`src/core/fetch_map_pkg.sv`:
```
// Constants and types for the program-fetch and memory-map block.
// Assumes one 100 MHz core clock and an APB master on the same clock.
package fetch_map_pkg;
    // Code space layout
    localparam logic [15:0] RESET_PC    = 16'h0000;
    localparam logic [15:0] VEC_BASE    = 16'h0003;
    localparam logic [15:0] VEC_STEP    = 16'h0008;
    localparam logic [2:0]  VEC_COUNT   = 3'h5;
    localparam logic [15:0] INT_ROM_TOP = 16'h0FFF;
    // Data space layout and reset values
    localparam logic [7:0]  SP_RESET    = 8'h07;
    localparam logic [7:0]  PSW_RESET   = 8'h00;
    localparam logic [7:0]  PLAT_RESET  = 8'hFF;
    localparam int          PSW_BANK    = 3;
    localparam logic [7:0]  IP_USED     = 8'h1F;
    // Special function addresses
    localparam logic [7:0]  SFR_BASE    = 8'h80;
    localparam logic [7:0]  SFR_SP      = 8'h81;
    localparam logic [7:0]  SFR_DPL     = 8'h82;
    localparam logic [7:0]  SFR_DPH     = 8'h83;
    localparam logic [7:0]  SFR_TL0     = 8'h8A;
    localparam logic [7:0]  SFR_TL1     = 8'h8B;
    localparam logic [7:0]  SFR_TH0     = 8'h8C;
    localparam logic [7:0]  SFR_TH1     = 8'h8D;
    localparam logic [7:0]  SFR_PORT    = 8'h90;
    localparam logic [7:0]  SFR_IP      = 8'hB8;
    localparam logic [7:0]  SFR_PSW     = 8'hD0;
    // APB register byte offsets
    localparam logic [7:0]  OFS_CTRL    = 8'h00;
    localparam logic [7:0]  OFS_FADDR   = 8'h04;
    localparam logic [7:0]  OFS_VECT    = 8'h08;
    localparam logic [7:0]  OFS_STAT    = 8'h0C;
    localparam logic [7:0]  OFS_DADR    = 8'h10;
    localparam logic [7:0]  OFS_DDAT    = 8'h14;
    localparam logic [7:0]  OFS_PUSH    = 8'h18;
    localparam logic [7:0]  OFS_DATA_POINTER_PAIR    = 8'h1C;
    localparam logic [7:0]  OFS_TIMR    = 8'h20;
    // Field positions
    localparam int          CTRL_START  = 0;
    localparam int          CTRL_TRUN   = 1;
    localparam int          DA_IND      = 8;
    localparam int          DA_BIT      = 9;
    localparam int          DA_REG      = 10;
    localparam int          DA_POS      = 11;
    // Strobe cycles before the code byte is sampled
    localparam logic [1:0]  STRB_WAIT   = 2'h3;

    typedef enum logic [2:0] {
        S_IDLE = 3'b000,
        S_ALE  = 3'b001,
        S_ADR  = 3'b011,
        S_STB  = 3'b010,
        S_SMP  = 3'b110,
        S_INT  = 3'b100
    } fetch_state_t;
endpackage

```
`src/core/fetch_map.sv`:
```
// Program-fetch sequencer and data-space map of an 8-bit controller.
// Assumes an APB master and a combinational on-chip ROM on core_clk_i;
// strap, port pins and the muxed bus come from outside the clock domain.
`timescale 1ns/100ps
`default_nettype none
module fetch_map (
    input  wire logic        core_clk_i,
    input  wire logic        rst_i,
    input  wire logic        psel_i,
    input  wire logic        penable_i,
    input  wire logic        pwrite_i,
    input  wire logic [7:0]  paddr_i,
    input  wire logic [31:0] pwdata_i,
    output logic      [31:0] prdata_o,
    output logic             pready_o,
    output logic             pslverr_o,
    input  wire logic        external_code_strap_i,
    output logic      [11:0] rom_addr_o,
    input  wire logic [7:0]  rom_data_i,
    input  wire logic [7:0]  muxed_addr_data_port_i,
    output logic      [7:0]  muxed_addr_data_port_o,
    output logic             muxed_addr_data_port_oe_o,
    output logic             addr_latch_strobe_o,
    output logic             code_read_strobe_n_o,
    output logic      [7:0]  high_addr_port_o,
    input  wire logic [7:0]  port_pin_i,
    output logic      [7:0]  port_latch_o
);
    typedef struct packed {
        fetch_map_pkg::fetch_state_t st;
        logic [1:0]        cnt;
        logic              pend;
        logic [15:0]       pc;
        logic [7:0]        code;
        logic              ext_src;
        logic [7:0]        mux_out;
        logic              mux_oe;
        logic              latch;
        logic              strobe_n;
        logic [7:0]        high;
        logic [1:0]        strap_s;
        logic [7:0]        pin_s1;
        logic [7:0]        pin_s2;
        logic [7:0]        dat_s1;
        logic [7:0]        dat_s2;
        logic [13:0]       dadr;
        logic [7:0]        sp;
        logic [7:0]        program_status_word;
        logic [7:0]        data_pointer_low;
        logic [7:0]        data_pointer_high;
        logic [7:0]        tl0;
        logic [7:0]        th0;
        logic [7:0]        tl1;
        logic [7:0]        th1;
        logic [7:0]        ip;
        logic [7:0]        plat;
        logic [1:0]        trun;
        logic [31:0]       rdata;
        logic [127:0][7:0] ram;
    } state_t;

    state_t state_q;
    state_t state_d;
    logic   setup;
    logic   access;
    logic   wr;

    // Working address: bank registers fold in the status-word bank bits
    function automatic logic [7:0] eff_addr(input state_t s);
        if (s.dadr[fetch_map_pkg::DA_REG]) begin
            eff_addr = {3'b000, s.program_status_word[fetch_map_pkg::PSW_BANK +: 2],
                        s.dadr[2:0]};
        end else begin
            eff_addr = s.dadr[7:0];
        end
    endfunction

    // Upper half is special space only when addressed directly
    function automatic logic is_sfr(input state_t s);
        is_sfr = eff_addr(s) >= fetch_map_pkg::SFR_BASE &&
                 !s.dadr[fetch_map_pkg::DA_IND];
    endfunction

    // Byte read of the data space; empty slots read zero
    function automatic logic [7:0] rd_space(input state_t s);
        logic [7:0] a;
        a = eff_addr(s);
        rd_space = 8'h00;
        if (!a[7]) begin
            rd_space = s.ram[a[6:0]];
        end else if (is_sfr(s)) begin
            case (a)
                fetch_map_pkg::SFR_SP:   rd_space = s.sp;
                fetch_map_pkg::SFR_DPL:  rd_space = s.data_pointer_low;
                fetch_map_pkg::SFR_DPH:  rd_space = s.data_pointer_high;
                fetch_map_pkg::SFR_TL0:  rd_space = s.tl0;
                fetch_map_pkg::SFR_TH0:  rd_space = s.th0;
                fetch_map_pkg::SFR_TL1:  rd_space = s.tl1;
                fetch_map_pkg::SFR_TH1:  rd_space = s.th1;
                fetch_map_pkg::SFR_PORT: rd_space = s.pin_s2;
                fetch_map_pkg::SFR_IP:   rd_space = s.ip;
                fetch_map_pkg::SFR_PSW:  rd_space = s.program_status_word;
                default:                 rd_space = 8'h00;
            endcase
        end
    endfunction

    // Single-bit access only on special addresses ending in 0 or 8
    function automatic logic bit_ok(input state_t s);
        bit_ok = is_sfr(s) && eff_addr(s)[2:0] == 3'b000;
    endfunction

    assign setup  = psel_i && !penable_i;
    assign access = psel_i && penable_i;
    assign wr     = access && pwrite_i;

    // Next-state logic for bus, data space and fetch sequencer
    always_comb begin
        logic [7:0]  wv;
        logic [7:0]  a;
        logic [15:0] t0;
        logic [15:0] t1;
        logic        idle;
        wv = 8'h00;
        a = 8'h00;
        state_d = state_q;
        idle = state_q.st == fetch_map_pkg::S_IDLE && !state_q.pend;
        // Two-stage synchronisers for everything from the pins
        state_d.strap_s = {state_q.strap_s[0], external_code_strap_i};
        state_d.pin_s1 = port_pin_i;
        state_d.pin_s2 = state_q.pin_s1;
        state_d.dat_s1 = muxed_addr_data_port_i;
        state_d.dat_s2 = state_q.dat_s1;
        // Timers count every cycle while their run bit is set
        t0 = {state_q.th0, state_q.tl0} + 16'h0001;
        t1 = {state_q.th1, state_q.tl1} + 16'h0001;
        if (state_q.trun[0]) begin
            {state_d.th0, state_d.tl0} = t0;
        end
        if (state_q.trun[1]) begin
            {state_d.th1, state_d.tl1} = t1;
        end
        // Register writes land on the access edge
        if (wr) begin
            case (paddr_i)
                fetch_map_pkg::OFS_CTRL: begin
                    state_d.trun = pwdata_i[fetch_map_pkg::CTRL_TRUN +: 2];
                    if (pwdata_i[fetch_map_pkg::CTRL_START] && idle) begin
                        state_d.pend = 1'b1;
                    end
                end
                fetch_map_pkg::OFS_FADDR: begin
                    if (idle) begin
                        state_d.pc = pwdata_i[15:0];
                    end
                end
                fetch_map_pkg::OFS_VECT: begin
                    if (idle && pwdata_i[2:0] < fetch_map_pkg::VEC_COUNT) begin
                        state_d.pc = fetch_map_pkg::VEC_BASE +
                            16'(pwdata_i[2:0]) * fetch_map_pkg::VEC_STEP;
                        state_d.pend = 1'b1;
                    end
                end
                fetch_map_pkg::OFS_DADR: begin
                    state_d.dadr = pwdata_i[13:0];
                end
                fetch_map_pkg::OFS_DDAT: begin
                    a = eff_addr(state_q);
                    wv = pwdata_i[7:0];
                    if (state_q.dadr[fetch_map_pkg::DA_BIT]) begin
                        wv = rd_space(state_q);
                        wv[state_q.dadr[fetch_map_pkg::DA_POS +: 3]] =
                            pwdata_i[0];
                    end
                    if (!state_q.dadr[fetch_map_pkg::DA_BIT] ||
                        bit_ok(state_q)) begin
                        if (!a[7]) begin
                            state_d.ram[a[6:0]] = wv;
                        end else if (is_sfr(state_q)) begin
                            // Empty special slots hold nothing
                            case (a)
                                fetch_map_pkg::SFR_SP:   state_d.sp = wv;
                                fetch_map_pkg::SFR_DPL:  state_d.data_pointer_low = wv;
                                fetch_map_pkg::SFR_DPH:  state_d.data_pointer_high = wv;
                                fetch_map_pkg::SFR_TL0:  state_d.tl0 = wv;
                                fetch_map_pkg::SFR_TH0:  state_d.th0 = wv;
                                fetch_map_pkg::SFR_TL1:  state_d.tl1 = wv;
                                fetch_map_pkg::SFR_TH1:  state_d.th1 = wv;
                                fetch_map_pkg::SFR_PORT: state_d.plat = wv;
                                fetch_map_pkg::SFR_IP:
                                    state_d.ip = wv & fetch_map_pkg::IP_USED;
                                fetch_map_pkg::SFR_PSW:  state_d.program_status_word = wv;
                                default:                 state_d.program_status_word = state_d.program_status_word;
                            endcase
                        end
                    end
                end
                fetch_map_pkg::OFS_PUSH: begin
                    // Pre-increment, so the first push lands one above reset
                    state_d.sp = state_q.sp + 8'h01;
                    state_d.ram[state_d.sp[6:0]] = pwdata_i[7:0];
                end
                fetch_map_pkg::OFS_DATA_POINTER_PAIR: begin
                    {state_d.data_pointer_high, state_d.data_pointer_low} = pwdata_i[15:0];
                end
                default: begin
                    state_d.dadr = state_q.dadr;
                end
            endcase
        end
        // Fetch sequencer
        case (state_q.st)
            fetch_map_pkg::S_IDLE: begin
                if (state_q.pend) begin
                    state_d.pend = 1'b0;
                    state_d.high = state_q.pc[15:8];
                    if (state_q.strap_s[1] &&
                        state_q.pc <= fetch_map_pkg::INT_ROM_TOP) begin
                        state_d.st = fetch_map_pkg::S_INT;
                    end else begin
                        state_d.st = fetch_map_pkg::S_ALE;
                        state_d.mux_out = state_q.pc[7:0];
                        state_d.mux_oe = 1'b1;
                        state_d.latch = 1'b1;
                    end
                end
            end
            fetch_map_pkg::S_INT: begin
                state_d.code = rom_data_i;
                state_d.ext_src = 1'b0;
                state_d.st = fetch_map_pkg::S_IDLE;
            end
            fetch_map_pkg::S_ALE: begin
                // Address held one more cycle past the latch edge
                state_d.latch = 1'b0;
                state_d.st = fetch_map_pkg::S_ADR;
            end
            fetch_map_pkg::S_ADR: begin
                state_d.mux_oe = 1'b0;
                state_d.strobe_n = 1'b0;
                state_d.cnt = 2'h0;
                state_d.st = fetch_map_pkg::S_STB;
            end
            fetch_map_pkg::S_STB: begin
                // Waits out the pin synchroniser before sampling
                if (state_q.cnt == fetch_map_pkg::STRB_WAIT - 2'h1) begin
                    state_d.st = fetch_map_pkg::S_SMP;
                end else begin
                    state_d.cnt = state_q.cnt + 2'h1;
                end
            end
            fetch_map_pkg::S_SMP: begin
                state_d.code = state_q.dat_s2;
                state_d.ext_src = 1'b1;
                state_d.strobe_n = 1'b1;
                state_d.st = fetch_map_pkg::S_IDLE;
            end
            default: begin
                state_d.st = fetch_map_pkg::S_IDLE;
            end
        endcase
        // Read data is prepared in the setup cycle
        if (setup) begin
            case (paddr_i)
                fetch_map_pkg::OFS_CTRL:
                    state_d.rdata = {29'h0, state_q.trun, 1'b0};
                fetch_map_pkg::OFS_FADDR:
                    state_d.rdata = {16'h0000, state_q.pc};
                fetch_map_pkg::OFS_STAT:
                    state_d.rdata = {21'h0, state_q.strap_s[1],
                                     state_q.ext_src, !idle, state_q.code};
                fetch_map_pkg::OFS_DADR:
                    state_d.rdata = {18'h0, state_q.dadr};
                fetch_map_pkg::OFS_DDAT: begin
                    wv = rd_space(state_q);
                    state_d.rdata = {24'h00_0000, wv};
                    if (state_q.dadr[fetch_map_pkg::DA_BIT]) begin
                        state_d.rdata = {31'h0, bit_ok(state_q) &&
                            wv[state_q.dadr[fetch_map_pkg::DA_POS +: 3]]};
                    end
                end
                fetch_map_pkg::OFS_PUSH:
                    state_d.rdata = {24'h00_0000, state_q.sp};
                fetch_map_pkg::OFS_DATA_POINTER_PAIR:
                    state_d.rdata = {16'h0000, state_q.data_pointer_high, state_q.data_pointer_low};
                fetch_map_pkg::OFS_TIMR:
                    state_d.rdata = {state_q.th1, state_q.tl1,
                                     state_q.th0, state_q.tl0};
                default:
                    state_d.rdata = 32'h0000_0000;
            endcase
        end
    end

    // State register; reset arms the first fetch at address zero
    always_ff @(posedge core_clk_i or posedge rst_i) begin
        if (rst_i) begin
            state_q          <= '0;
            state_q.pc       <= fetch_map_pkg::RESET_PC;
            state_q.pend     <= 1'b1;
            state_q.strobe_n <= 1'b1;
            state_q.sp       <= fetch_map_pkg::SP_RESET;
            state_q.program_status_word      <= fetch_map_pkg::PSW_RESET;
            state_q.plat     <= fetch_map_pkg::PLAT_RESET;
        end else begin
            state_q <= state_d;
        end
    end

    // Outputs; the bus always answers in the access cycle
    assign pready_o   = 1'b1;
    assign pslverr_o  = access && (paddr_i > fetch_map_pkg::OFS_TIMR ||
                                   paddr_i[1:0] != 2'b00);
    assign prdata_o   = state_q.rdata;
    assign rom_addr_o = state_q.pc[11:0];
    assign muxed_addr_data_port_o    = state_q.mux_out;
    assign muxed_addr_data_port_oe_o = state_q.mux_oe;
    assign addr_latch_strobe_o       = state_q.latch;
    assign code_read_strobe_n_o      = state_q.strobe_n;
    assign high_addr_port_o          = state_q.high;
    assign port_latch_o              = state_q.plat;
endmodule // fetch_map
`default_nettype wire

```
`config.mk`:
```
export PLATFORM = sky130hd
export DESIGN_NAME = fetch_map
export DESIGN_NICKNAME = d
export VERILOG_FILES = /design/src/core/fetch_map_pkg.sv /design/src/core/fetch_map.sv
export SDC_FILE = /design/constraint.sdc
export NUM_CORES = 2
export LEC_CHECK = 0
export BUFFER_PORTS_ARGS = -buffer_cell sky130_fd_sc_hd__buf_4
export CAP_MARGIN = 20
export CORE_MARGIN = 1
export CORE_UTILIZATION = 50
export DETAILED_ROUTE_END_ITERATION = 8
export PLACE_DENSITY = 0.72
export SLEW_MARGIN = 20
export SYNTH_ARGS = -nofsm -noshare
export SYNTH_HDL_FRONTEND = slang
export SYNTH_SLANG_ARGS = --single-unit
```
`constraint.sdc`:
```
create_clock -name core_clk_i -period 47.7 [get_ports core_clk_i]
set_input_delay 7.155 -clock core_clk_i [delete_from_list [all_inputs] [get_ports core_clk_i]]
set_output_delay 7.155 -clock core_clk_i [all_outputs]
set_load 0.1 [all_outputs]
```
==> flow_summary_export.csv <==
group,metric,value,unit
clock_tree,cts_setup_buffers,0,
drt,drt-total-wl,284000,um
clock_tree,ctsHoldBuffers,0,
synthesis,synth.distinct_cells,82,
placed_design,io_buffers,125,
grt,grtUsageTotal,39.7,%
critical_path,critical_path_required,40.55,ns
drt,first_pass_iters,6,
sta,relSlewSlack,15.3,%
placed_design,place_congestion,1.02,
sta,setup_viol,0,
run_status,status,"complete, no violations",
pwr,p_int,0.00172,W
layout,drive_gt1_share,11.9,%
grt,grt_remaining_overflow,0,
critical_path,critical_path_class,"input pin to output pin",
grt,grt_use_met2,55.7,%
clock_tree,clk_latency,0.82,ns
critical_path,crit_slowest_cell,"nor4_1",
synthesis,synth_edf_count,0,
layout,finalNonFillerCells,9342,
drt,viasPerCell,7.10,
critical_path,crit_path_max_fanout,6,
critical_path,crit_arrival,9.29,ns
grt,antenna_found_initial,15,
grt,grt_busiest_layer,"met2",
pwr,p_sw,0.000637,W
drt,routedWlPerCell,30.4,um
pwr,pwr-share-comb,7.6,%
sta,period_minus_slack,16.44,ns
grt,grtUsageMet3,15.4,%
critical_path,crit_chain,"buf_4, or4_1, nor4_1, o21ai_0, and3_1, buf_4",
synthesis,synth.avg_cell_area,9.14,um2
pwr,leakage,28.8,nW
synthesis,syn_area,70100,um2
floorplanning,rows,137,
pwr,power.density,31.0,nW/um2
job,maxCapViolations,0,
clock_tree,htreeDepth,4,
sta,finalHoldViolCount,0,
pwr,netSwitchingFraction,27.0,%
sta,final_max_slew_viol_count,0,
layout,utilization,54.6,%
critical_path,startpoint_type,"input pin",
critical_path,end_kind,"output pin",
synthesis,yosysSeqAreaShare,44.0,%
grt,grt_max_degree,172,
pwr,seqPwrFrac,45.4,%
drt,drc,0,
floorplanning,die_w,376,um
placed_design,dpl.hpwl,172000,um
grt,gr-usage-met1,49.1,%
min_path,hold_class,"flop to flop",
drt,vias,66361,
sta,timing.setup.tns,0,ns
synthesis,synth-main-ff-cell,"dfrtp_1",
drt,drt_iter0_markers,10796,
clock_tree,cts_resized,0,
critical_path,crit_path_frequent_cell,"buf_4",
floorplanning,io-pin-count,143,
pwr,clkPwrFrac,47.0,%
synthesis,yosys_warnings,0,
synthesis,synth.net_count,7741,
sta,rsz0062_at_grt,"no",
floorplanning,dieArea,142000,um2
sta,period_share,34.5,%
clock_tree,numCtsBuffers,137,
sta,tightestPinTransition,1.27,ns
clock_tree,ctsLongestPathBuffers,3,
layout,syn_to_final_growth,8.54,%
floorplanning,start_util,50.3,%
grt,grt_pass1_wl,420000,um
synthesis,synthArstFlopShare,100,%
sta,worst_hold_slack,0.348,ns
synthesis,synth-seq-cells,1233,
floorplanning,fp.dieH,376,um
critical_path,slowest_delay,0.72,ns
synthesis,synth_cells,7667,
drt,postRouteAntennaNets,0,
clock_tree,cts.sinks,1233,
placed_design,place_inst,9071,
clock_tree,clk_pin_slew,0.06,ns
sta,clock_skew,0.0364,ns
floorplanning,core-area,139000,um2
grt,first_global_vias,63182,
clock_tree,root_buffer,"clkbuf_16",
clock_tree,cts_tree,"built",
layout,nNetsFinal,7410,
sta,max_freq,60.8,MHz
pwr,ir_worst_vdd,0.0000424,V
synth_stat cells (114+ instances only):
cell	count	area share, %
a21oi_1	376	2.7
mux4_2	243	7.8
nor2_1	1332	7.1
o21ai_0	911	6.5
dfrtp_1	1220	44
a22oi_1	117	1.3
nand2_1	760	4.1
a31oi_1	218	1.9
mux2i_1	525	7.5
buf_2	178	1.3
clkbuf_1	405	2.2
nor3_1	115	0.82
nand3_1	262	1.9
o21a_1	114	1.2
per-stage QoR:
stage	power (W)	setup WS, ns	area [um2]
final	0.00236	31.26	76100
after global routing	0.00240	31.11	76000
after CTS	0.00235	31.27	76000
after detailed placement	0.00126	31.28	71400
after global placement	0.00126	31.28	71400
after floorplan	0.00119	5.82	70100
cells in the final DEF (no fill, tap or decap), types with 217 or more instances in the layout:
master,n
mux2i_1,522
nor2_1,1319
dfrtp_1,1217
nand3_1,261
buf_4,254
mux4_2,243
o21ai_0,911
a21oi_1,372
nand2_1,748
a31oi_1,217
power by group through the flow:
stage | clock network [W] | registers, W | logic, W
after floorplan | 0 | 0.00109 | 0.000104
after global placement | 0 | 0.00109 | 0.000170
after detailed placement | 0 | 0.00109 | 0.000172
after CTS | 0.00111 | 0.00107 | 0.000173
after global routing | 0.00115 | 0.00107 | 0.000184
final | 0.00111 | 0.00107 | 0.000180
worst max-delay path: cells and delay by family:
family,cells,cell delay [ns]
and+or+nand+nor,3,1.61
AOI/OAI and AO/OA,1,0.19
buffers and inverters,2,0.34
cell type report:
class / count / area (um2)
Tap cell: 1876 / 2350
Timing Repair Buffer: 263 / 2070
Inverter: 32 / 128
Fill cell: 12155 / 63300
Multi-Input combinational cell: 5669 / 36000
Antenna cell: 23 / 57.6
Clock inverter: 42 / 559
Sequential cell: 1233 / 30900
Clock buffer: 204 / 4040
worst paths after layout:
check	start	endpoint	slack, ns	cells past startpoint
hold / removal	state_d[1155]	state_q[1155]	0.35	0
setup / recovery	paddr_i[7]	pslverr_o	31.26	6
setup reg to reg	state_q[1138]	state_q[365]	40.45	11
max in group asynchronous	rst_i	state_q[881]	37.23	6
min in group asynchronous	rst_i	prdata_o[17]	6.39	2
hold reg to reg	state_d[1155]	state_q[1155]	0.35	0
flip-flops by register name, indices dropped and copies added (netlist names):
signal,flops
code_read_strobe_n_o,1
muxed_addr_data_port_o,8
muxed_addr_data_port_oe_o,1
rom_addr_o,12
prdata_o,32
port_latch_o,8
addr_latch_strobe_o,1
state_q,1145
state_d,17
high_addr_port_o,8
kinds of logic after synthesis:
kind of cell | count (synthesis) | share of synthesized area, %
AOI/OAI and AO/OA | 2090 | 17.8
xor gates and xnor gates | 36 | 0.450
adders and majority gates | 5 | 0.0857
buffers and inverters | 765 | 5.17
DFF | 1233 | 44.0
muxes | 835 | 16.4
other | 1 | 0.00535
and+or+nand+nor | 2702 | 16.1
layer usage:
layer  wire [um]  share of wire (%)  vias to the layer above
met3       43200                 15                     1432
li1            -                  -                    26930
met1       99100                 35                    32322
met2      117000                 41                     5657
met5         180              0.063                        -
met4       24500                8.6                       20
(Power assumes the default switching activity.)
